<file path="config.mk">
export PLATFORM = sky130hd
export DESIGN_NAME = regacc_target
export DESIGN_NICKNAME = d
export VERILOG_FILES = /design/src/verilog/regacc_pkg.sv /design/src/verilog/regacc_target.sv
export VERILOG_INCLUDE_DIRS = /design/src /design/src/verilog
export SDC_FILE = /design/constraint.sdc
export NUM_CORES = 1
export LEC_CHECK = 0
export BUFFER_PORTS_ARGS = -buffer_cell sky130_fd_sc_hd__buf_4
export CORE_MARGIN = 2
export CORE_UTILIZATION = 54
export DETAILED_ROUTE_END_ITERATION = 12
export PLACE_DENSITY = 0.84
export SYNTH_ARGS = -nofsm -noshare
export SYNTH_HDL_FRONTEND = slang
export SYNTH_SLANG_ARGS = --single-unit
</file>
<file path="constraint.sdc">
create_clock -name REF_CLK_I -period 3.1 [get_ports REF_CLK_I]
set_clock_uncertainty 0.15 [all_clocks]
set_input_delay 0.62 -clock REF_CLK_I [delete_from_list [all_inputs] [get_ports REF_CLK_I]]
set_output_delay 0.62 -clock REF_CLK_I [all_outputs]
set_load 0.01 [all_outputs]
</file>
<file path="src/verilog/regacc_regs.svh">
`ifndef REGACC_REGS_SVH
`define REGACC_REGS_SVH

// sub-address offsets
`define LOC_SEL_OFS 8'h00
`define INT_EN_OFS 8'h08
`define STS_OFS 8'h18
`define STS_TOP_OFS 8'h1B

// register lengths in bytes
`define INT_EN_LEN 3'h4
`define STG_LEN 3'h4

// byte returned for undefined or overrun reads
`define FILL_BYTE 8'hFF

// reset values
`define LOC_SEL_RST 8'h00
`define INT_EN_RST 32'h0000_0000
`define STS_BYTE_RST 8'h00
// bus line synchronisers start at the idle-high level
`define SYNC_IDLE 3'h7

// locality selector encoding
`define LOC_MAX 8'h04
`define LOC_EXT_MIN 8'h20

// bits per byte on the link
`define BYTE_BITS 4'h8

`endif

</file>
<file path="src/verilog/regacc_pkg.sv">
`default_nettype none

package regacc_pkg;

   typedef enum logic [3:0] {
      ST_IDLE = 4'b0000,
      ST_ADDR = 4'b0001,
      ST_ADDR_ACK = 4'b0010,
      ST_SUB = 4'b0011,
      ST_SUB_ACK = 4'b0100,
      ST_WDATA = 4'b0101,
      ST_WDATA_ACK = 4'b0110,
      ST_RDATA = 4'b0111,
      ST_RACK = 4'b1000
   } phase_e;

   typedef struct packed {
      logic [2:0] scl_p;
      logic [2:0] sda_p;
      phase_e st;
      logic [3:0] bitc;
      logic [7:0] sh;
      logic rw;
      logic nack;
      logic [7:0] sub;
      logic [7:0] idx;
      logic [2:0] nwr;
      logic [31:0] stage;
      logic wpend;
      logic drop;
      logic oe;
      logic [7:0] loc_sel;
      logic [7:0] acc_loc;
      logic [7:0] loc_mod;
      logic [5:0] gnt;
      logic [31:0] int_en;
      logic [7:0] sts_lo;
      logic [7:0] sts_hi;
      logic [1:0] sts_wr;
   } core_s;

endpackage

`default_nettype wire

</file>
<file path="src/verilog/regacc_target.sv">
// Operation
// - data NACK mid-write drops whole write
// - undefined sub-address reads return 0xFF
// - reads past register end return 0xFF
// - overrun write still updates base register
// - surplus overrun bytes never touch neighbours
// - multi-byte values travel low byte first
// - read serves the latched sub-address
// - full-length write at base updates register
// - interior start of plain registers reads 0xFF
// - status low or top byte writable alone
// - status middle bytes read-only, writes ignored
// - status base transfers one to four bytes
// - one-byte read at status top byte
// - two-byte read from status second byte
// - access locality taken from selector value
// - arbitration ranks four, three, two, one, zero
// - reserved selectors give modifier zero, high values extended
// - modifier one-hot, extended equals selector
// - selector is byte register at offset zero
`timescale 1ns/1ps
`default_nettype none
`include "regacc_regs.svh"

module regacc_target
   import regacc_pkg::*;
#(
   parameter logic [6:0] DEV_ADDR = 7'h2E
) (
   input wire logic REF_CLK_I,
   input wire logic RST_N_I,
   input wire logic CE_I,
   input wire logic SCL_I,
   input wire logic SDA_I,
   output logic SDA_O,
   output logic SDA_OE_O,
   input wire logic BUSY_I,
   input wire logic [15:0] STS_MID_I,
   input wire logic [5:0] LOC_REQ_I,
   output logic [7:0] LOC_SEL_O,
   output logic [7:0] ACC_LOC_O,
   output logic [7:0] LOC_MOD_O,
   output logic [5:0] GRANT_O,
   output logic [31:0] INT_EN_O,
   output logic [7:0] STS_CTRL_O,
   output logic [7:0] STS_TOP_O,
   output logic [1:0] STS_WR_O
);

   core_s r;
   core_s n;
   logic scl_s;
   logic scl_q;
   logic sda_s;
   logic sda_q;
   logic rise_ev;
   logic fall_ev;
   logic start_ev;
   logic stop_ev;
   logic commit;
   logic [8:0] q;
   logic [31:0] sts_word;

   // byte served for base sub-address plus burst index
   function automatic logic [7:0] rd_byte(
      input logic [7:0] sub,
      input logic [7:0] idx,
      input logic [7:0] loc,
      input logic [31:0] ie,
      input logic [31:0] sw
   );
      logic [8:0] p;
      p = {1'b0, sub} + {1'b0, idx};
      rd_byte = `FILL_BYTE;
      if (sub == `LOC_SEL_OFS && idx == 8'h00) begin
         rd_byte = loc;
      end else if (sub == `INT_EN_OFS && idx < 8'h04) begin
         rd_byte = ie[8*idx[1:0] +: 8];
      end else if (sub >= `STS_OFS && p <= {1'b0, `STS_TOP_OFS}) begin
         rd_byte = sw[8*p[1:0] +: 8];
      end
   endfunction

   assign scl_s = r.scl_p[1];
   assign scl_q = r.scl_p[2];
   assign sda_s = r.sda_p[1];
   assign sda_q = r.sda_p[2];
   assign rise_ev = scl_s & ~scl_q;
   assign fall_ev = ~scl_s & scl_q;
   assign start_ev = scl_s & scl_q & sda_q & ~sda_s;
   assign stop_ev = scl_s & scl_q & ~sda_q & sda_s;
   assign sts_word = {r.sts_hi, STS_MID_I, r.sts_lo};

   always_comb begin
      n = r;
      commit = 1'b0;
      q = 9'h000;
      if (CE_I) begin
         n.sts_wr = 2'b00;
         n.scl_p = {r.scl_p[1], r.scl_p[0], SCL_I};
         n.sda_p = {r.sda_p[1], r.sda_p[0], SDA_I};
         // fixed-priority grant, reserved request lowest
         n.gnt = 6'h00;
         if (LOC_REQ_I[5]) begin
            n.gnt = 6'h20;
         end
         for (int k = 0; k < 5; k++) begin
            if (LOC_REQ_I[k]) begin
               n.gnt = 6'h01 << k;
            end
         end
         if (r.loc_sel <= `LOC_MAX) begin
            n.loc_mod = 8'h01 << r.loc_sel[2:0];
         end else if (r.loc_sel >= `LOC_EXT_MIN) begin
            n.loc_mod = r.loc_sel;
         end else begin
            n.loc_mod = 8'h00;
         end
         // staged write lands only at frame end, never after a NACK
         commit = (start_ev | stop_ev) & r.wpend & ~r.drop;
         if (commit) begin
            if (r.sub == `LOC_SEL_OFS) begin
               n.loc_sel = r.stage[7:0];
            end
            if (r.sub == `INT_EN_OFS && r.nwr == `INT_EN_LEN) begin
               n.int_en = r.stage;
            end
            for (int k = 0; k < 4; k++) begin
               q = {1'b0, r.sub} + 9'(k);
               if (3'(k) < r.nwr && r.sub >= `STS_OFS &&
                   q <= {1'b0, `STS_TOP_OFS}) begin
                  if (q[1:0] == 2'b00) begin
                     n.sts_lo = r.stage[8*k +: 8];
                     n.sts_wr[0] = 1'b1;
                  end
                  if (q[1:0] == 2'b11) begin
                     n.sts_hi = r.stage[8*k +: 8];
                     n.sts_wr[1] = 1'b1;
                  end
               end
            end
            // middle status bytes and other targets drop
         end
         if (start_ev | stop_ev) begin
            n.st = start_ev ? ST_ADDR : ST_IDLE;
            n.bitc = 4'h0;
            n.oe = 1'b0;
            n.wpend = 1'b0;
            n.drop = 1'b0;
         end else begin
            case (r.st)
               ST_ADDR, ST_SUB, ST_WDATA: begin
                  if (rise_ev) begin
                     n.sh = {r.sh[6:0], sda_s};
                     n.bitc = r.bitc + 4'h1;
                  end
                  if (fall_ev && r.bitc == `BYTE_BITS) begin
                     n.bitc = 4'h0;
                     if (r.st == ST_ADDR) begin
                        if (r.sh[7:1] == DEV_ADDR) begin
                           n.rw = r.sh[0];
                           n.oe = 1'b1;
                           n.acc_loc = r.loc_sel;
                           n.st = ST_ADDR_ACK;
                        end else begin
                           n.st = ST_IDLE;
                        end
                     end else if (r.st == ST_SUB) begin
                        n.sub = r.sh;
                        n.idx = 8'h00;
                        n.nwr = 3'h0;
                        n.oe = 1'b1;
                        n.st = ST_SUB_ACK;
                     end else if (BUSY_I) begin
                        n.drop = 1'b1;
                        n.st = ST_IDLE;
                     end else begin
                        if (r.nwr < `STG_LEN) begin
                           n.stage[8*r.nwr[1:0] +: 8] = r.sh;
                           n.nwr = r.nwr + 3'h1;
                        end
                        n.wpend = 1'b1;
                        n.oe = 1'b1;
                        n.st = ST_WDATA_ACK;
                     end
                  end
               end
               ST_ADDR_ACK, ST_SUB_ACK, ST_WDATA_ACK: begin
                  if (fall_ev) begin
                     n.oe = 1'b0;
                     if (r.st == ST_ADDR_ACK && r.rw) begin
                        n.sh = rd_byte(r.sub, r.idx, r.loc_sel,
                           r.int_en, sts_word);
                        n.oe = ~n.sh[7];
                        n.bitc = 4'h0;
                        n.st = ST_RDATA;
                     end else if (r.st == ST_ADDR_ACK) begin
                        n.st = ST_SUB;
                     end else begin
                        n.st = ST_WDATA;
                     end
                  end
               end
               ST_RDATA: begin
                  if (rise_ev) begin
                     n.bitc = r.bitc + 4'h1;
                  end
                  if (fall_ev) begin
                     if (r.bitc == `BYTE_BITS) begin
                        n.oe = 1'b0;
                        if (r.idx != 8'hFF) begin
                           n.idx = r.idx + 8'h01;
                        end
                        n.st = ST_RACK;
                     end else begin
                        n.sh = {r.sh[6:0], 1'b0};
                        n.oe = ~r.sh[6];
                     end
                  end
               end
               ST_RACK: begin
                  if (rise_ev) begin
                     n.nack = sda_s;
                  end
                  if (fall_ev) begin
                     if (!r.nack) begin
                        n.sh = rd_byte(r.sub, r.idx, r.loc_sel,
                           r.int_en, sts_word);
                        n.oe = ~n.sh[7];
                        n.bitc = 4'h0;
                        n.st = ST_RDATA;
                     end else begin
                        n.st = ST_IDLE;
                     end
                  end
               end
               default: begin
                  n.oe = 1'b0;
               end
            endcase
         end
      end
   end

   always_ff @(posedge REF_CLK_I or negedge RST_N_I) begin
      if (!RST_N_I) begin
         r <= '0;
         r.st <= ST_IDLE;
         r.loc_sel <= `LOC_SEL_RST;
         r.int_en <= `INT_EN_RST;
         r.sts_lo <= `STS_BYTE_RST;
         r.sts_hi <= `STS_BYTE_RST;
         r.scl_p <= `SYNC_IDLE;
         r.sda_p <= `SYNC_IDLE;
      end else begin
         r <= n;
      end
   end

   // open-drain link: only ever pulls low
   assign SDA_O = 1'b0;
   assign SDA_OE_O = r.oe;
   assign LOC_SEL_O = r.loc_sel;
   assign ACC_LOC_O = r.acc_loc;
   assign LOC_MOD_O = r.loc_mod;
   assign GRANT_O = r.gnt;
   assign INT_EN_O = r.int_en;
   assign STS_CTRL_O = r.sts_lo;
   assign STS_TOP_O = r.sts_hi;
   assign STS_WR_O = r.sts_wr;
endmodule

`default_nettype wire

</file>
Word-level counts from Yosys, hierarchy flattened:

Cells that the tools add are included.
Widths: inputs -> output; s select.

* flip-flop bits (word level): 158
* output and inout bits: 82

* add/sub/neg operators: 8
* $lt $le $gt $ge: 14
* eq/ne operators: 44
* shifts and indexed selects: 5
* muxes and demuxes: 85
* bitwise operators: 22
* reductions and logical operators: 44

Operator list (count)
* $mux 8: 27
* $mux 18: 4
* $pmux 16 s4: 1
* $shiftx 32x6->8: 2
* $mux 46: 1
* $mux 45: 1
* $le 9x5->1 const B: 4
* $mux 12: 3
* $mux 36: 1
* $mux 6: 6
* $mux 9: 4
* $mux 35: 1
* $mux 34: 1
* $neg 5->34: 1
* $shift 8x34->32 const A: 1
* $shiftx 8x34->32: 1
* $bwmux 32: 1
* $mux 16: 2
* $ne 2x2->1 const B: 14
* $ne 3x3->1 const B: 8
* $reduce_and 6->1: 4
* $reduce_and 8->1: 3
* $mux 4: 5
* $add 8x2->9 const B: 2
* 47 further kinds: 124

Depth between registers and ports, before layout:

Gate-level depths: netlist of the first run.

* word-level depth: 16
* mapped depth: 10
* depth with buffers taken out: 9

Worst setup path before layout of the first run:

Ideal clock, no wire load.

* path type: flip-flop to flip-flop
* from: reg r[119] (netlist bit)
* to: reg r[143] (netlist bit)
* setup time: 137 ps
* arrival: 2962 ps
* required time: 2813 ps
* path slack: -149 ps
* stages on the path, launching flop included: 11
* path buffers: 2
* period minus slack after synthesis: 3249 ps
* cell sequence: dfrtp_1 clkbuf_1 inv_1 fa_1 nand2b_1 a21oi_1 nor3_1 or4b_2 clkdlybuf4s25_2 o41ai_2 o221ai_2

* word-level cells in the longest chain between the ends: 14

Ends and longest elaborated chain
* start: declaration: line regacc_target.sv:50 `core_s r;`
* start signal: assignment: line regacc_target.sv:256 `r <= n;`
* $add 8x8->9: line regacc_target.sv:73 `p = {1'b0, sub} + {1'b0, idx};`
* $le 9x5->1: line regacc_target.sv:79 `` end else if (sub >= `STS_OFS && p <= {1'b0, `STS_TOP_OFS}) begin ``
* $logic_and 1x1->1: line regacc_target.sv:79
* $mux 8: line regacc_target.sv:79
* $mux 8: line regacc_target.sv:77 `` end else if (sub == `INT_EN_OFS && idx < 8'h04) begin ``
* $mux 8 *: line regacc_target.sv:75 `` if (sub == `LOC_SEL_OFS && idx == 8'h00) begin ``
* $mux 8 (on tied branches): line regacc_target.sv:226, regacc_target.sv:191
* $mux 8 (on tied branches): line regacc_target.sv:225, regacc_target.sv:189
* $mux 8: line regacc_target.sv:151 `case (r.st)`
* $mux 8: line regacc_target.sv:144 `if (start_ev | stop_ev) begin`
* $mux 8: line regacc_target.sv:98 `if (CE_I) begin`
* $mux 12 (on tied branches): line regacc_target.sv:226, regacc_target.sv:191
* $mux 16 (on tied branches): line regacc_target.sv:225, regacc_target.sv:189
* $pmux 16 s4 *: line regacc_target.sv:151

Every way passes the cells marked *; elsewhere a longest branch is shown, timed or not. The select of a mux whose other input is x is not followed.
A chain may end at the register's enable or synchronous reset.

Worst setup path in the final report of the first run:

* from: reg r[126] (netlist bit)
* to: reg r, in the netlist STS_WR_O[0]

* word-level cells in the longest chain between the ends: 11

Ends and longest elaborated chain
* branches (longest 9 deep; another with $add 8x1->9)
* $mux 18 *: line regacc_target.sv:130 `` if (3'(k) < r.nwr && r.sub >= `STS_OFS && ``
* $mux 2 *: line regacc_target.sv:121 `if (commit) begin`

Every way passes the cells marked *.

==> results of run 1 <==
==> metal layers <==
layer  global-route usage [%]  share of wire (%)  up-vias  wire length, um
met2                     42.9                 45      518            12400
met1                     39.9                 40     3938            11200
met3                     8.63                 12       78             3390
li1                         -                  -     3639                -
met4                     9.94                2.6        2              726
met5                        0               0.12        -               34
==> worst min-delay path by stage <==
stage / depth (start not counted) / to / slack [ns]
CTS: 1 / STS_TOP_O[5] / 0.04
global route: 1 / INT_EN_O[13] / 0.07
detailed placement: 2 / flop / 0.33
finish: 1 / STS_TOP_O[5] / 0.02
floorplan: 0 / ACC_LOC_O[0] / 0.17
global placement: 2 / flop / 0.31
==> cells by family (layout without fill, tap and decap cells) <==
logic type / count (synthesis) / after routing / synth area share (%)
AOI/OAI and AO/OA: 232 / 232 / 15.5
other: 1 / 1 / 0.0382
buffers and inverters: 166 / 220 / 10.1
adders and majority gates: 25 / 25 / 3.26
muxes: 114 / 114 / 14.8
and+or+nand+nor: 299 / 299 / 15.2
xor gates and xnor gates: 8 / 8 / 0.713
DFF: 158 / 158 / 40.3
==> layout by cell type (no fill, tap or decap), types with 7 or more instances in the layout <==
cell type and n:
sky130_fd_sc_hd__a2bb2oi_1 7, sky130_fd_sc_hd__clkbuf_16 17, sky130_fd_sc_hd__a21boi_0 8, sky130_fd_sc_hd__dfrtp_1 152
sky130_fd_sc_hd__o221a_2 8, sky130_fd_sc_hd__o31ai_1 14, sky130_fd_sc_hd__o21ai_0 70, sky130_fd_sc_hd__mux4_2 15
sky130_fd_sc_hd__inv_1 29, sky130_fd_sc_hd__and2_1 7, sky130_fd_sc_hd__nor2_1 68, sky130_fd_sc_hd__ha_1 24
sky130_fd_sc_hd__a31oi_1 8, sky130_fd_sc_hd__a21oi_1 51, sky130_fd_sc_hd__mux2_2 87, sky130_fd_sc_hd__nand2b_1 12
sky130_fd_sc_hd__o22ai_1 9, sky130_fd_sc_hd__nand3_1 20, sky130_fd_sc_hd__nand2_1 107, sky130_fd_sc_hd__mux2i_1 11
sky130_fd_sc_hd__nor4_1 13, sky130_fd_sc_hd__buf_4 157, sky130_fd_sc_hd__nor3_1 10
==> per-stage QoR <==
| stage | utilization (%) | instances | power, mW |
|---|---|---|---|
| finish | 61.8 | 1286 | 5.43 |
| global route | 61.8 | 1286 | 5.65 |
| CTS | 61.7 | 1286 | 5.41 |
| detailed placement | 58.3 | 1254 | 3.30 |
| global placement | 58.3 | 1254 | 3.27 |
| floorplan | - | 1003 | 2.96 |
==> power groups by stage <==
stage,clock network (mW),registers [mW],logic (mW)
2_1_floorplan,0,2.30,0.665
3_3_place_gp,0,2.42,0.852
3_5_place_dp,0,2.42,0.880
4_1_cts,2.15,2.38,0.884
5_1_grt,2.25,2.40,1.00
6_report,2.13,2.40,0.906
==> cell type report <==
cell class | instances | area [um^2] | area share [%]
Tap cell | 229 | 287 | 2.59
Timing Repair Buffer | 159 | 1210 | 10.9
Inverter | 29 | 109 | 0.985
Sequential cell | 158 | 3960 | 35.8
Clock inverter | 15 | 184 | 1.66
Clock buffer | 17 | 425 | 3.85
Multi-Input combinational cell | 679 | 4880 | 44.1
==> repair_timing <==
action,CTS,global route
resized for setup,0,2
setup endpoints to repair,0,1
buffers inserted,0,0
==> results.md, run 1 <==
STA:
- For the pin with the worst max-slew slack, the measured transition is 0.873 ns.
- The final period demand of the worst path is between 2 and 3 ns.
- The worst hold-check slack is 0.0245 ns.
- The count of final hold-check violations is 0.
- Setup repair after global routing left no endpoint under its margin.
- The number of setup violations in the final report is 0.
- The part of the cycle the worst path needs is 96.4%.
- The setup TNS is 0 ns.
- The top achievable clock speed is 335 MHz.
- The count of final max-slew check failures is 0.
- The worst pin sits at a relative slew slack of 41.3%.
- Setup slack on the critical path of the routed design comes to 0.111 ns.

Global routing:
- The initial antenna violation count is 1.
- The total grt overflow is 0.
- Global routing used 28.6% of the available tracks.
- Entering global routing, the biggest net connects 65 pins.
- The global-route wire length before repair is 43.7 mm.
- The via count of the first global-routing pass is 7777.

Die:
- The total number of placement rows is slightly below 50.
- Measured along the y axis, the die boundary spans 139 um.
- The floorplan core area is 17900 um^2.
- The die is 139 um wide.
- The initial core utilization is 54.9%.
- During I/O placement, the number of pins put on the boundary was 110.
- The total die area is around 19000 um^2.

Layout:
- The final instance area is 11100 um^2.
- Counting the fill cells in the layout gives roughly 1400.
- The fraction of layout instances using a drive strength above 1 is 30.9%.
- The final net count is 1097.
- The post-synthesis to final-layout area growth is 12.6%.
- The total inserted antenna cells is 0.

Detailed routing:
- Wires add up to 27.7 mm.
- After detailed routing, the average wire length per cell comes to 21.5 um.
- In this run the remaining antenna-violating nets after routing total 0.
- The vias per cell is 6.36.
- The post-detailed-route DRC marker count is 0.
- After the first detailed-routing iteration, the DRC count stood at 913.
- The number of iterations in the first detailed-routing pass is 7.
- Summing over every cut layer, the via total after detailed routing is 8175.

Power:
- The internal power consumption is 3.65 mW.
- In this run the power density over the cells is 491 nW/um^2.
- The fraction of power consumed by sequential logic is 44.1%.
- The part of the power in the clock network is between 30% and 40%.
- The share of total power dissipated in combinational logic is between 10% and 20%.
- The worst voltage drop across the vdd grid is 0.000454 V.
- In this run the power spent charging and discharging nets is 1.78 mW.
- The switching part of the total is between 30% and 40%.
- The static leakage power is about 5 nW.

Worst setup path:
- The launching element of the worst setup path is r[126].
- The critical path in this run is classified as flop to flop.
- The critical-path maximum fanout is 9.
- The arrival time at the worst endpoint is 3.14 ns.
- The critical path crosses 9 cells after its start point.
- Among all stages on the critical path, the largest delay is contributed by sky130_fd_sc_hd__or4_1.
- The buffering stage count on the worst path with inverters included is 2.
- Measured in cells, the most critical reg-to-reg path has a length of 9.
- At the worst endpoint, the required time is 3.25 ns.
- Walking the worst path, the cells encountered are inv_1, ha_1, or4_1, a221oi_1, o21ai_0, and3_1, buf_4, a2111oi_0, o22ai_1.
- Following the worst setup path forward leads to its endpoint at STS_WR_O[0].
- STA classifies the critical path startpoint as a flop.
- The startpoint identified for the worst register-to-register timing path is r[126].
- In this run the critical register-to-register path is captured at STS_WR_O[0].
- The setup check on the worst reg-to-reg path leaves a slack of between 0.1 and 0.15 ns.
- The kind of cell with the highest combined delay along the critical path is compound AO/OA/AOI/OAI gates.
- The critical path capture point type is a flop.
- On the worst path, the slowest cell contributes a delay of 0.53 ns.

Clock network:
- The clock insertion delay at the later pin of the skew report is roughly 0.44 ns.
- The tree is rooted in a sky130_fd_sc_hd__clkbuf_16.
- The H-tree was split into 4 levels.
- After clock tree synthesis, the clock-pin slew on the worst setup and hold paths is 0.07 ns.
- The number of buffers inserted by hold repair at cts is 0.
- The CTS tree is done.
- In this run, CTS created clock tree buffers numbering 17.
- The clock passes through at most 2 buffers.
- The CTS sink count is 158.

Synth:
- A synthesized cell averages 9.79 um^2.
- Counting instances in the post-synthesis netlist gives the leading cell types as sky130_fd_sc_hd__dfrtp_1, sky130_fd_sc_hd__nand2_1, sky130_fd_sc_hd__mux2_2.
- For this run, asynchronously set or reset flops after synthesis account for 100%.
- Synthesis inferred 158 register bits.
- Among all flip-flop cells after synthesis, the most frequent one is sky130_fd_sc_hd__dfrtp_1.
- sky130_fd_sc_hd__dfrtp_1 is the most common cell in the netlist.
- The number of nets handed over by synthesis was 1056.
- The area share of the largest cell type after synthesis is 38.7%.
- The proportion of synthesized chip area in sequential cells is between 40 and 50%.
- The count of yosys warnings during synthesis is 0.
- Ranked by total cell area, the synthesized netlist is headed by sky130_fd_sc_hd__dfrtp_1, sky130_fd_sc_hd__mux2_2, sky130_fd_sc_hd__buf_4, sky130_fd_sc_hd__nand2_1, sky130_fd_sc_hd__o21ai_0.
- The post-synthesis cell count is 1003.
- Yosys mapped the design onto 85 distinct sky130hd cell types.
- The synthesized area is about 9800 um^2.
- Counting flops with a built-in enable in the synthesized netlist gives 0.
- The biggest area contributor in the post-synthesis netlist is sky130_fd_sc_hd__dfrtp_1.

Placed design:
- Buffers placed on the I/O ports in this run total 108.
- The final weighted congestion in routability-driven placement is 0.995.
- In this run the cell area measured after placement is 10400 um^2.
- Prior to clock tree synthesis, the placed netlist has a worst setup slack of 0.0993 ns.
- The final HPWL from detailed placement is roughly 20 mm.

Run status:
- The run finished with clean final reports.

Job:
- The tool flagged a number of max-cap violations equal to 0.

Min path:
- The worst hold path belongs to the class primary input to asynchronous set/reset pin.
Power figures use the tool's default switching activity.
==> inputs of run 2 (changes only) <==
--- a/config.mk
+++ b/config.mk
@@ -6,7 +6,9 @@
 export SDC_FILE = /design/constraint.sdc
 export NUM_CORES = 1
 export LEC_CHECK = 0
+export ABC_AREA = 1
 export BUFFER_PORTS_ARGS = -buffer_cell sky130_fd_sc_hd__buf_4
+export CAP_MARGIN = 20
 export CORE_MARGIN = 2
 export CORE_UTILIZATION = 54
 export DETAILED_ROUTE_END_ITERATION = 12
==> run 2 against run 1 <==
  * Via count rose by 23%
  * Clock-buffer cell count did not move
  * Register-to-register slack improved by 0.25 ns
  * Core utilization shrank 1.2 points
  * Total power grew 31%
==> results.md, run 2 <==
Worst setup path:
- The register-to-register path setup slack is 0.36 ns (was 0.11 ns).
- CP cell instances: nand2_1, nor3_2, nor2_4, nor2_4, inv_2, nor3_2, inv_2, nor2_8, mux2_2 (was inv_1, ha_1, or4_1, a221oi_1, o21ai_0, and3_1, buf_4, a2111oi_0, o22ai_1).
- The critical-path maximum fanout is 34 (was 9).
- The data required time at the worst endpoint came to 3.28 ns (was 3.25 ns).
- The arrival time at the worst endpoint is 2.92 ns (was 3.14 ns).
- The type of the setup path with the least slack is flop to flop (unchanged).
- The kind of cell adding the most delay to the critical path is simple AND/OR/NAND/NOR gates (was compound AO/OA/AOI/OAI gates).
- The cell at the slowest stage of the critical path is sky130_fd_sc_hd__dfstp_2 (was sky130_fd_sc_hd__or4_1).
- The worst stage delay on the critical path came to 0.55 ns (was 0.53 ns).
- The critical path capture point type is a flop (unchanged).
- The buffering stage count on the worst path with inverters included is 2 (unchanged).
- The kind of launch point of the worst setup path is a flop (unchanged).

Die:
- The vertical die dimension is 145 um (was 139 um).
- The floorplan core area is 19400 um^2 (was 17900 um^2).
- The initial core utilization was 55.0% (was 54.9%).
- The total die area is 20900 um^2 (was 19300 um^2).
- The number of top-level pins was 110 (unchanged).
- The total number of placement rows is 51 (was 49).
- The x dimension of the die came to 145 um (was 139 um).

STA:
- The number of setup violations in the final report is 0 (unchanged).
- Unrepaired setup endpoints after global routing: false (unchanged).
- The count of final max-slew check failures is 0 (unchanged).
- The transition time at the pin with the least slew margin is 0.597 ns (was 0.873 ns).
- The setup TNS is 0 ns (unchanged).
- The max-slew headroom at the worst pin was 59.8% (was 41.3%).
- The top achievable clock speed is 365 MHz (was 335 MHz).
- The part of the cycle the worst path needs is 88.5% (was 96.4%).
- The final period demand of the worst path was 2.74 ns (was 2.99 ns).
- The count of final hold-check violations was 0 (unchanged).

Layout:
- The number of non-filler instances in the completed layout came to 1808 (was 1286).
- The fraction of layout instances using a drive strength above 1 is 14.1% (was 30.9%).
- Commonest cells after routing, fill and taps aside: sky130_fd_sc_hd__nand2_1, sky130_fd_sc_hd__inv_1, sky130_fd_sc_hd__dfrtp_1 (was sky130_fd_sc_hd__buf_4, sky130_fd_sc_hd__dfrtp_1, sky130_fd_sc_hd__nand2_1).
- The post-synthesis to final-layout area growth is 10.1% (was 12.6%).
- The final instance area came to 11700 um^2 (was 11100 um^2).
- The final net count is 1583 (was 1097).
- The number of fill cells is 1801 (was 1391).
- The most common cell after layout, fill and taps aside is sky130_fd_sc_hd__nand2_1 (was sky130_fd_sc_hd__buf_4).
- The total inserted antenna cells is 0 (unchanged).

Synth:
- The top cell type by total area after synthesis is sky130_fd_sc_hd__dfrtp_1 (unchanged).
- The area share of the largest cell type after synthesis is 35.7% (was 38.7%).
- The post-synth net total is 1558 (was 1056).
- The count of different cell masters after synthesis is 50 (was 85).
- The synthesized area came to 10700 um^2 (was 9820 um^2).
- The async set-or-reset flop fraction in the synthesized netlist is 100% (unchanged).
- The number of synthesized flops with an enable pin is 0 (unchanged).
- The flop and latch count out of synthesis is 158 (unchanged).
- The most used flip-flop cell after synthesis is sky130_fd_sc_hd__dfrtp_1 (unchanged).
- The most repeated cell in the gate-level netlist after synthesis is sky130_fd_sc_hd__nand2_1 (was sky130_fd_sc_hd__dfrtp_1).
- Most area-consuming cells after synthesis: sky130_fd_sc_hd__dfrtp_1, sky130_fd_sc_hd__nand2_1, sky130_fd_sc_hd__o21ai_0, sky130_fd_sc_hd__buf_4, sky130_fd_sc_hd__inv_1 (was sky130_fd_sc_hd__dfrtp_1, sky130_fd_sc_hd__mux2_2, sky130_fd_sc_hd__buf_4, sky130_fd_sc_hd__nand2_1, sky130_fd_sc_hd__o21ai_0).
- The proportion of synthesized chip area in sequential cells came to 37.2% (was 40.3%).
- The post-synthesis cell count is 1505 (was 1003).
- The count of yosys warnings during synthesis is 0 (unchanged).
- The average footprint of a synthesized cell is 7.08 um^2 (was 9.79 um^2).
- Most instantiated cells after synthesis: sky130_fd_sc_hd__nand2_1, sky130_fd_sc_hd__inv_1, sky130_fd_sc_hd__dfrtp_1 (was sky130_fd_sc_hd__dfrtp_1, sky130_fd_sc_hd__nand2_1, sky130_fd_sc_hd__mux2_2).

Placed design:
- The final weighted congestion in routability-driven placement is 1.00 (was 0.995).
- The instance count after placement with tap cells included was 1775 (was 1254).
- The number of port buffers is 108 (unchanged).
- The total placed instance area came to 11100 um^2 (was 10400 um^2).
- The final HPWL from detailed placement was 22.8 mm (was 19.9 mm).

Detailed routing:
- The post-detailed-route DRC marker count is 0 (unchanged).
- The mean routed wirelength per cell is 16.9 um (was 21.5 um).
- The post-route antenna net violation count is 0 (unchanged).
- The iteration-0 DRC count of the detailed router is 1005 (was 913).
- The number of iterations in the first detailed-routing pass is 6 (was 7).
- The routed wire length is 30.6 mm (was 27.7 mm).
- The overall via count from detail_route is 10086 (was 8175).
- The vias per cell came to 5.58 (was 6.36).

Clock network:
- The total clock buffers created by CTS is 17 (unchanged).
- The count of cells resized by post-cts repair is 0 (unchanged).
- The buffers inserted during post-CTS setup optimization was 0 (unchanged).
- The CTS tree was done (unchanged).
- The CTS sink count came to 158 (unchanged).
- The clock root buffer is sky130_fd_sc_hd__clkbuf_16 (unchanged).
- The clock insertion delay at the later pin of the skew report was 0.45 ns (was 0.44 ns).
- The clock transition at the registers of the reported paths came to 0.07 ns (about the same).
- The CTS H-tree depth is 4 (unchanged).
- The number of buffers between clock root and the deepest sink is 2 (unchanged).
- The number of buffers inserted by hold repair at cts was 1 (was 0).

Power:
- The power density relative to cell area was 605 nW/um^2 (was 491 nW/um^2).
- The static leakage power is 6.19 nW (was 5.07 nW).
- The total power after layout is 7.11 mW (was 5.43 mW).
- The worst voltage drop across the vdd grid came to 0.000485 V (was 0.000454 V).

Run status:
- Status: complete, no violations (unchanged).

Min path:
- The classification of the worst-slack hold path is primary input to flop (was primary input to asynchronous set/reset pin).

Global routing:
- The maximum number of pins on one net before global-route repair was 62 (was 65).
- The initial antenna violation count is 0 (was 1).
- The global-route wire length before repair is 48.7 mm (was 43.7 mm).
- The overall global routing resource usage is 30.3% (was 28.6%).
- The via count of the first global-routing pass is 9175 (was 7777).
- The total grt overflow is 0 (unchanged).

Job:
- The max-capacitance violation count came to 0 (unchanged).
run 2: changes by cell type in the layout (fill, tap and decap cells not counted), sizes merged, moves of 8 or more:
cell / change
nand3: +28
nand4: +23
nand2: +380
nand2b: -12
o221a: -8
inv: +134
a21oi: +27
o31ai: -11
mux4: -16
buf: -25
mux2: -69
o21ai: +115
nor2: +29
nor4: -11
run 2: final cells by class:
type,count,area (um^2),share of cell area (%)
multi-input combinational,1049,5190,44.2
sequential,158,3960,33.7
timing repair buffer,135,1030,8.79
inverter,169,634,5.40
clock buffer,17,425,3.62
tap,265,332,2.82
clock inverter,15,169,1.44
run 2: worst paths after layout:
kind / startpoint / endpoint / cells past startpoint
worst max-delay path: r[156] / INT_EN_O[2] / 9
worst min-delay path: SCL_I / r[155] / 3
worst max register to register: r[156] / INT_EN_O[2] / 9
worst min register to register: r[155] / r[155] / 2
max in group asynchronous: RST_N_I / r[156] / 3
min in group asynchronous: RST_N_I / INT_EN_O[17] / 2
run 2: kinds of logic (layout without fill, tap and decap cells):
| family | count (synthesis) | in the layout | share of synthesized area [%] |
|---|---|---|---|
| AND/OR/NAND/NOR | 687 | 687 | 27.2 |
| other | 1 | 1 | 0.0352 |
| flip-flops | 158 | 158 | 37.2 |
| multiplexers | 28 | 28 | 2.84 |
| buffers and inverters | 298 | 336 | 14.2 |
| XOR/XNOR | 15 | 15 | 1.30 |
| AO/OA/AOI/OAI | 293 | 293 | 14.3 |
| adder cells (fa/ha/maj) | 25 | 25 | 3.00 |
run 2: stage by stage:
stage,worst slack (ns),hold slack (ns),utilization [%]
6_report,0.357,0.226,60.5
5_1_grt,0.106,0.234,60.5
4_1_cts,0.368,0.222,60.5
3_5_place_dp,0.393,0.311,57.4
3_3_place_gp,0.459,0.302,57.4
2_1_floorplan,0.752,0.174,-
run 2: tightest hold or removal path, cell delays in order:
cell                      delay (ns)
sky130_fd_sc_hd__buf_4          0.07
sky130_fd_sc_hd__nand2_1        0.04
sky130_fd_sc_hd__nand2_1        0.06
run 2: per-layer routing:
metal	GRT usage (%)	wire, um
met3	8.01	3210
met1	39.6	12200
met2	47.7	13800
met4	13.3	1460
met5	0	0
run 2: power breakdown:
group / switching (mW) / internal [mW] / total (mW)
clock: 1.02 / 1.09 / 2.11
sequential: 0.295 / 2.29 / 2.59
combinational: 1.62 / 0.792 / 2.41
==> inputs of run 3 (changes only) <==
--- a/config.mk
+++ b/config.mk
@@ -9,8 +9,10 @@
 export ABC_AREA = 1
 export BUFFER_PORTS_ARGS = -buffer_cell sky130_fd_sc_hd__buf_4
 export CAP_MARGIN = 20
+export CELL_PAD_IN_SITES_DETAIL_PLACEMENT = 1
+export CELL_PAD_IN_SITES_GLOBAL_PLACEMENT = 1
 export CORE_MARGIN = 2
-export CORE_UTILIZATION = 54
+export CORE_UTILIZATION = 39
 export DETAILED_ROUTE_END_ITERATION = 12
 export PLACE_DENSITY = 0.84
 export SYNTH_ARGS = -nofsm -noshare
==> run 3 against run 2 <==
  * Cell count is 4.3% higher
  * Combinational power is 6% higher
  * Die area rose by 37%
  * Non-clock buffer count increased by 2
  * Register-to-register slack lost 0.097 ns
  * Wire length increased by 22%
  * Largest cell class unchanged
==> results.md, run 3 (same netlist as run 2, synthesis figures left out) <==
STA:
- The top achievable clock speed is 352 MHz (was 365 MHz).
- The number of setup violations in the final report is 0 (unchanged).
- The count of final max-slew check failures is 0 (unchanged).
- The count of final hold-check violations is 0 (unchanged).
- The transition time at the pin with the least slew margin is 0.746 ns (was 0.597 ns).
- The final period demand of the worst path is 2.84 ns (was 2.74 ns).
- The part of the cycle the worst path needs was 91.6% (was 88.5%).
- The max-slew headroom at the worst pin is 50.3% (was 59.8%).
- Unrepaired setup endpoints after global routing: true (was false).

Min path:
- The classification of the worst-slack hold path is primary input to asynchronous set/reset pin (was primary input to flop).

Global routing:
- The via count of the first global-routing pass is 10761 (was 9175).
- The overall global routing resource usage is 27.0% (was 30.3%).
- The maximum number of pins on one net before global-route repair came to 69 (was 62).
- The global-route wire length before repair is 60.1 mm (was 48.7 mm).
- The initial antenna violation count is 0 (unchanged).
- The total grt overflow came to 0 (unchanged).

Worst setup path:
- The beginning of the worst register-to-register path is r[126] (was r[156]).
- The destination of the worst register-to-register timing path was STS_TOP_O[5] (was INT_EN_O[2]).
- CP cell instances: inv_1, ha_1, buf_4, nor3_1, nor3_1, nor2_1, nand3_2, o21ai_0, inv_1, nand2_1, nand2_1 (was nand2_1, nor3_2, nor2_4, nor2_4, inv_2, nor3_2, inv_2, nor2_8, mux2_2).
- The kind of launch point of the worst setup path is a flop (unchanged).
- The arrival time at the worst endpoint came to 3.03 ns (was 2.92 ns).
- The buffering stage count on the worst path with inverters included is 3 (was 2).
- The kind of cell adding the most delay to the critical path is simple AND/OR/NAND/NOR gates (unchanged).
- The register-to-register path setup slack is 0.26 ns (was 0.36 ns).
- The worst stage delay on the critical path was 0.57 ns (was 0.55 ns).
- The critical path capture point type is a flop (unchanged).
- The critical-path maximum fanout was 17 (was 34).
- The critical path endpoint was STS_TOP_O[5] (was INT_EN_O[2]).
- The type of the setup path with the least slack is flop to flop (unchanged).
- The cell depth of the worst flop-to-flop path is 11 (was 9).
- The cell at the slowest stage of the critical path was sky130_fd_sc_hd__dfrtp_1 (was sky130_fd_sc_hd__dfstp_2).
- The cell count along the critical path was 11 (was 9).
- The launching element of the worst setup path is r[126] (was r[156]).
- The data required time at the worst endpoint came to 3.29 ns (was 3.28 ns).

Clock network:
- The number of buffers inserted by hold repair at cts is 0 (was 1).
- The clock root buffer is sky130_fd_sc_hd__clkbuf_16 (unchanged).
- The CTS H-tree depth came to 4 (unchanged).
- The CTS sink count was 158 (unchanged).
- The total clock buffers created by CTS is 17 (unchanged).
- The clock transition at the registers of the reported paths came to 0.07 ns (about the same).
- The number of buffers between clock root and the deepest sink was 2 (unchanged).
- The clock insertion delay at the later pin of the skew report was 0.45 ns (about the same).
- The CTS tree is done (unchanged).

Placed design:
- The final HPWL from detailed placement came to 28.1 mm (was 22.8 mm).
- The total placed instance area came to 11300 um^2 (was 11100 um^2).
- The number of port buffers came to 108 (unchanged).
- The final weighted congestion in routability-driven placement is 0.972 (was 1.00).
- The instance count after placement with tap cells included was 1854 (was 1775).

Layout:
- The utilization after layout is 44.2% (was 60.5%).
- The post-synthesis to final-layout area growth came to 11.4% (was 10.1%).
- The final instance area is 11900 um^2 (was 11700 um^2).
- The final net count came to 1585 (was 1583).
- Commonest cells after routing, fill and taps aside: sky130_fd_sc_hd__nand2_1, sky130_fd_sc_hd__inv_1, sky130_fd_sc_hd__dfrtp_1 (unchanged).
- The total inserted antenna cells is 0 (unchanged).
- The fraction of layout instances using a drive strength above 1 was 14.2% (was 14.1%).
- The number of non-filler instances in the completed layout is 1886 (was 1808).
- The most common cell after layout, fill and taps aside is sky130_fd_sc_hd__nand2_1 (unchanged).

Die:
- The initial core utilization is 39.7% (was 55.0%).
- The floorplan core area is 26900 um^2 (was 19400 um^2).
- The number of top-level pins is 110 (unchanged).
- The total number of placement rows came to 60 (was 51).
- The total die area came to 28700 um^2 (was 20900 um^2).
- The vertical die dimension is 169 um (was 145 um).
- The x dimension of the die is 169 um (was 145 um).

Detailed routing:
- The overall via count from detail_route is 10350 (was 10086).
- The iteration-0 DRC count of the detailed router is 667 (was 1005).
- The post-route antenna net violation count came to 0 (unchanged).
- The post-detailed-route DRC marker count is 0 (unchanged).
- The number of iterations in the first detailed-routing pass is 5 (was 6).
- The routed wire length is 37.5 mm (was 30.6 mm).
- The mean routed wirelength per cell is 19.9 um (was 16.9 um).
- The vias per cell is 5.49 (was 5.58).

Power:
- The power density relative to cell area is 613 nW/um^2 (was 605 nW/um^2).
- The static leakage power is 6.20 nW (was 6.19 nW).
- The worst voltage drop across the vdd grid is 0.000416 V (was 0.000485 V).

Run status:
- Status: complete, no violations (unchanged).

Job:
- The max-capacitance violation count is 0 (unchanged).
[run 3: repair_timing]
action | CTS | global route
endpoints found under the hold margin | 0 | 0
endpoints found under the setup margin | 0 | 1
setup buffers | 0 | 0
resized for setup | 0 | 1
[run 3: worst reg2reg max path: stages (launching register included)]
cell and delay, ns:
sky130_fd_sc_hd__dfrtp_1 0.57, sky130_fd_sc_hd__inv_1 0.17, sky130_fd_sc_hd__ha_1 0.28, sky130_fd_sc_hd__buf_4 0.22, sky130_fd_sc_hd__nor3_1 0.18, sky130_fd_sc_hd__nor3_1 0.07
sky130_fd_sc_hd__nor2_1 0.26, sky130_fd_sc_hd__nand3_2 0.38, sky130_fd_sc_hd__o21ai_0 0.29, sky130_fd_sc_hd__inv_1 0.06, sky130_fd_sc_hd__nand2_1 0.07, sky130_fd_sc_hd__nand2_1 0.05
[run 3: metrics by stage]
stage / power, mW / hold slack (ns) / setup WS, ns / TNS [ns]
finish: 7.29 / 0.0569 / 0.261 / 0
global placement: 5.05 / 0.302 / 0.432 / 0
global route: 7.71 / 0.115 / -0.0108 / -0.0108
floorplan: 4.17 / 0.174 / 0.752 / 0
CTS: 7.29 / 0.0744 / 0.274 / 0
detailed placement: 5.13 / 0.310 / 0.284 / 0
[run 3: how the worst min path moves through the flow]
| stage | from | endpoint | slack, ns | depth (start not counted) |
|---|---|---|---|---|
| final | RST_N_I | INT_EN_O[7] | 0.06 | 1 |
| after global routing | RST_N_I | asynchronous set/reset pin | 0.12 | 1 |
| after CTS | RST_N_I | r[122] | 0.07 | 1 |
| after detailed placement | r[155] | r[155] | 0.31 | 2 |
| after global placement | r[152] | r[152] | 0.30 | 2 |
| after floorplan | RST_N_I | ACC_LOC_O[0] | 0.17 | 0 |
[run 3: power breakdown]
part           switching, mW  internal, mW
combinational           1.73         0.814
clock                   1.06          1.08
sequential             0.311          2.29
[run 3: layout make-up]
class / count / area, um^2
multi-input cells: 1049 / 5200
repair buffers: 137 / 1070
inverters: 169 / 634
well taps: 341 / 427
flip-flops and latches: 158 / 3960
clock buffers: 17 / 425
clock inverters: 15 / 168
fillers: 3440 / 15000
[run 3: per-layer routing]
metal / share of wire (%) / track usage [%]
met5: 0 / 0
met4: 3.6 / 10.5
met1: 43 / 34.2
met3: 6.1 / 4.57
met2: 48 / 45.9
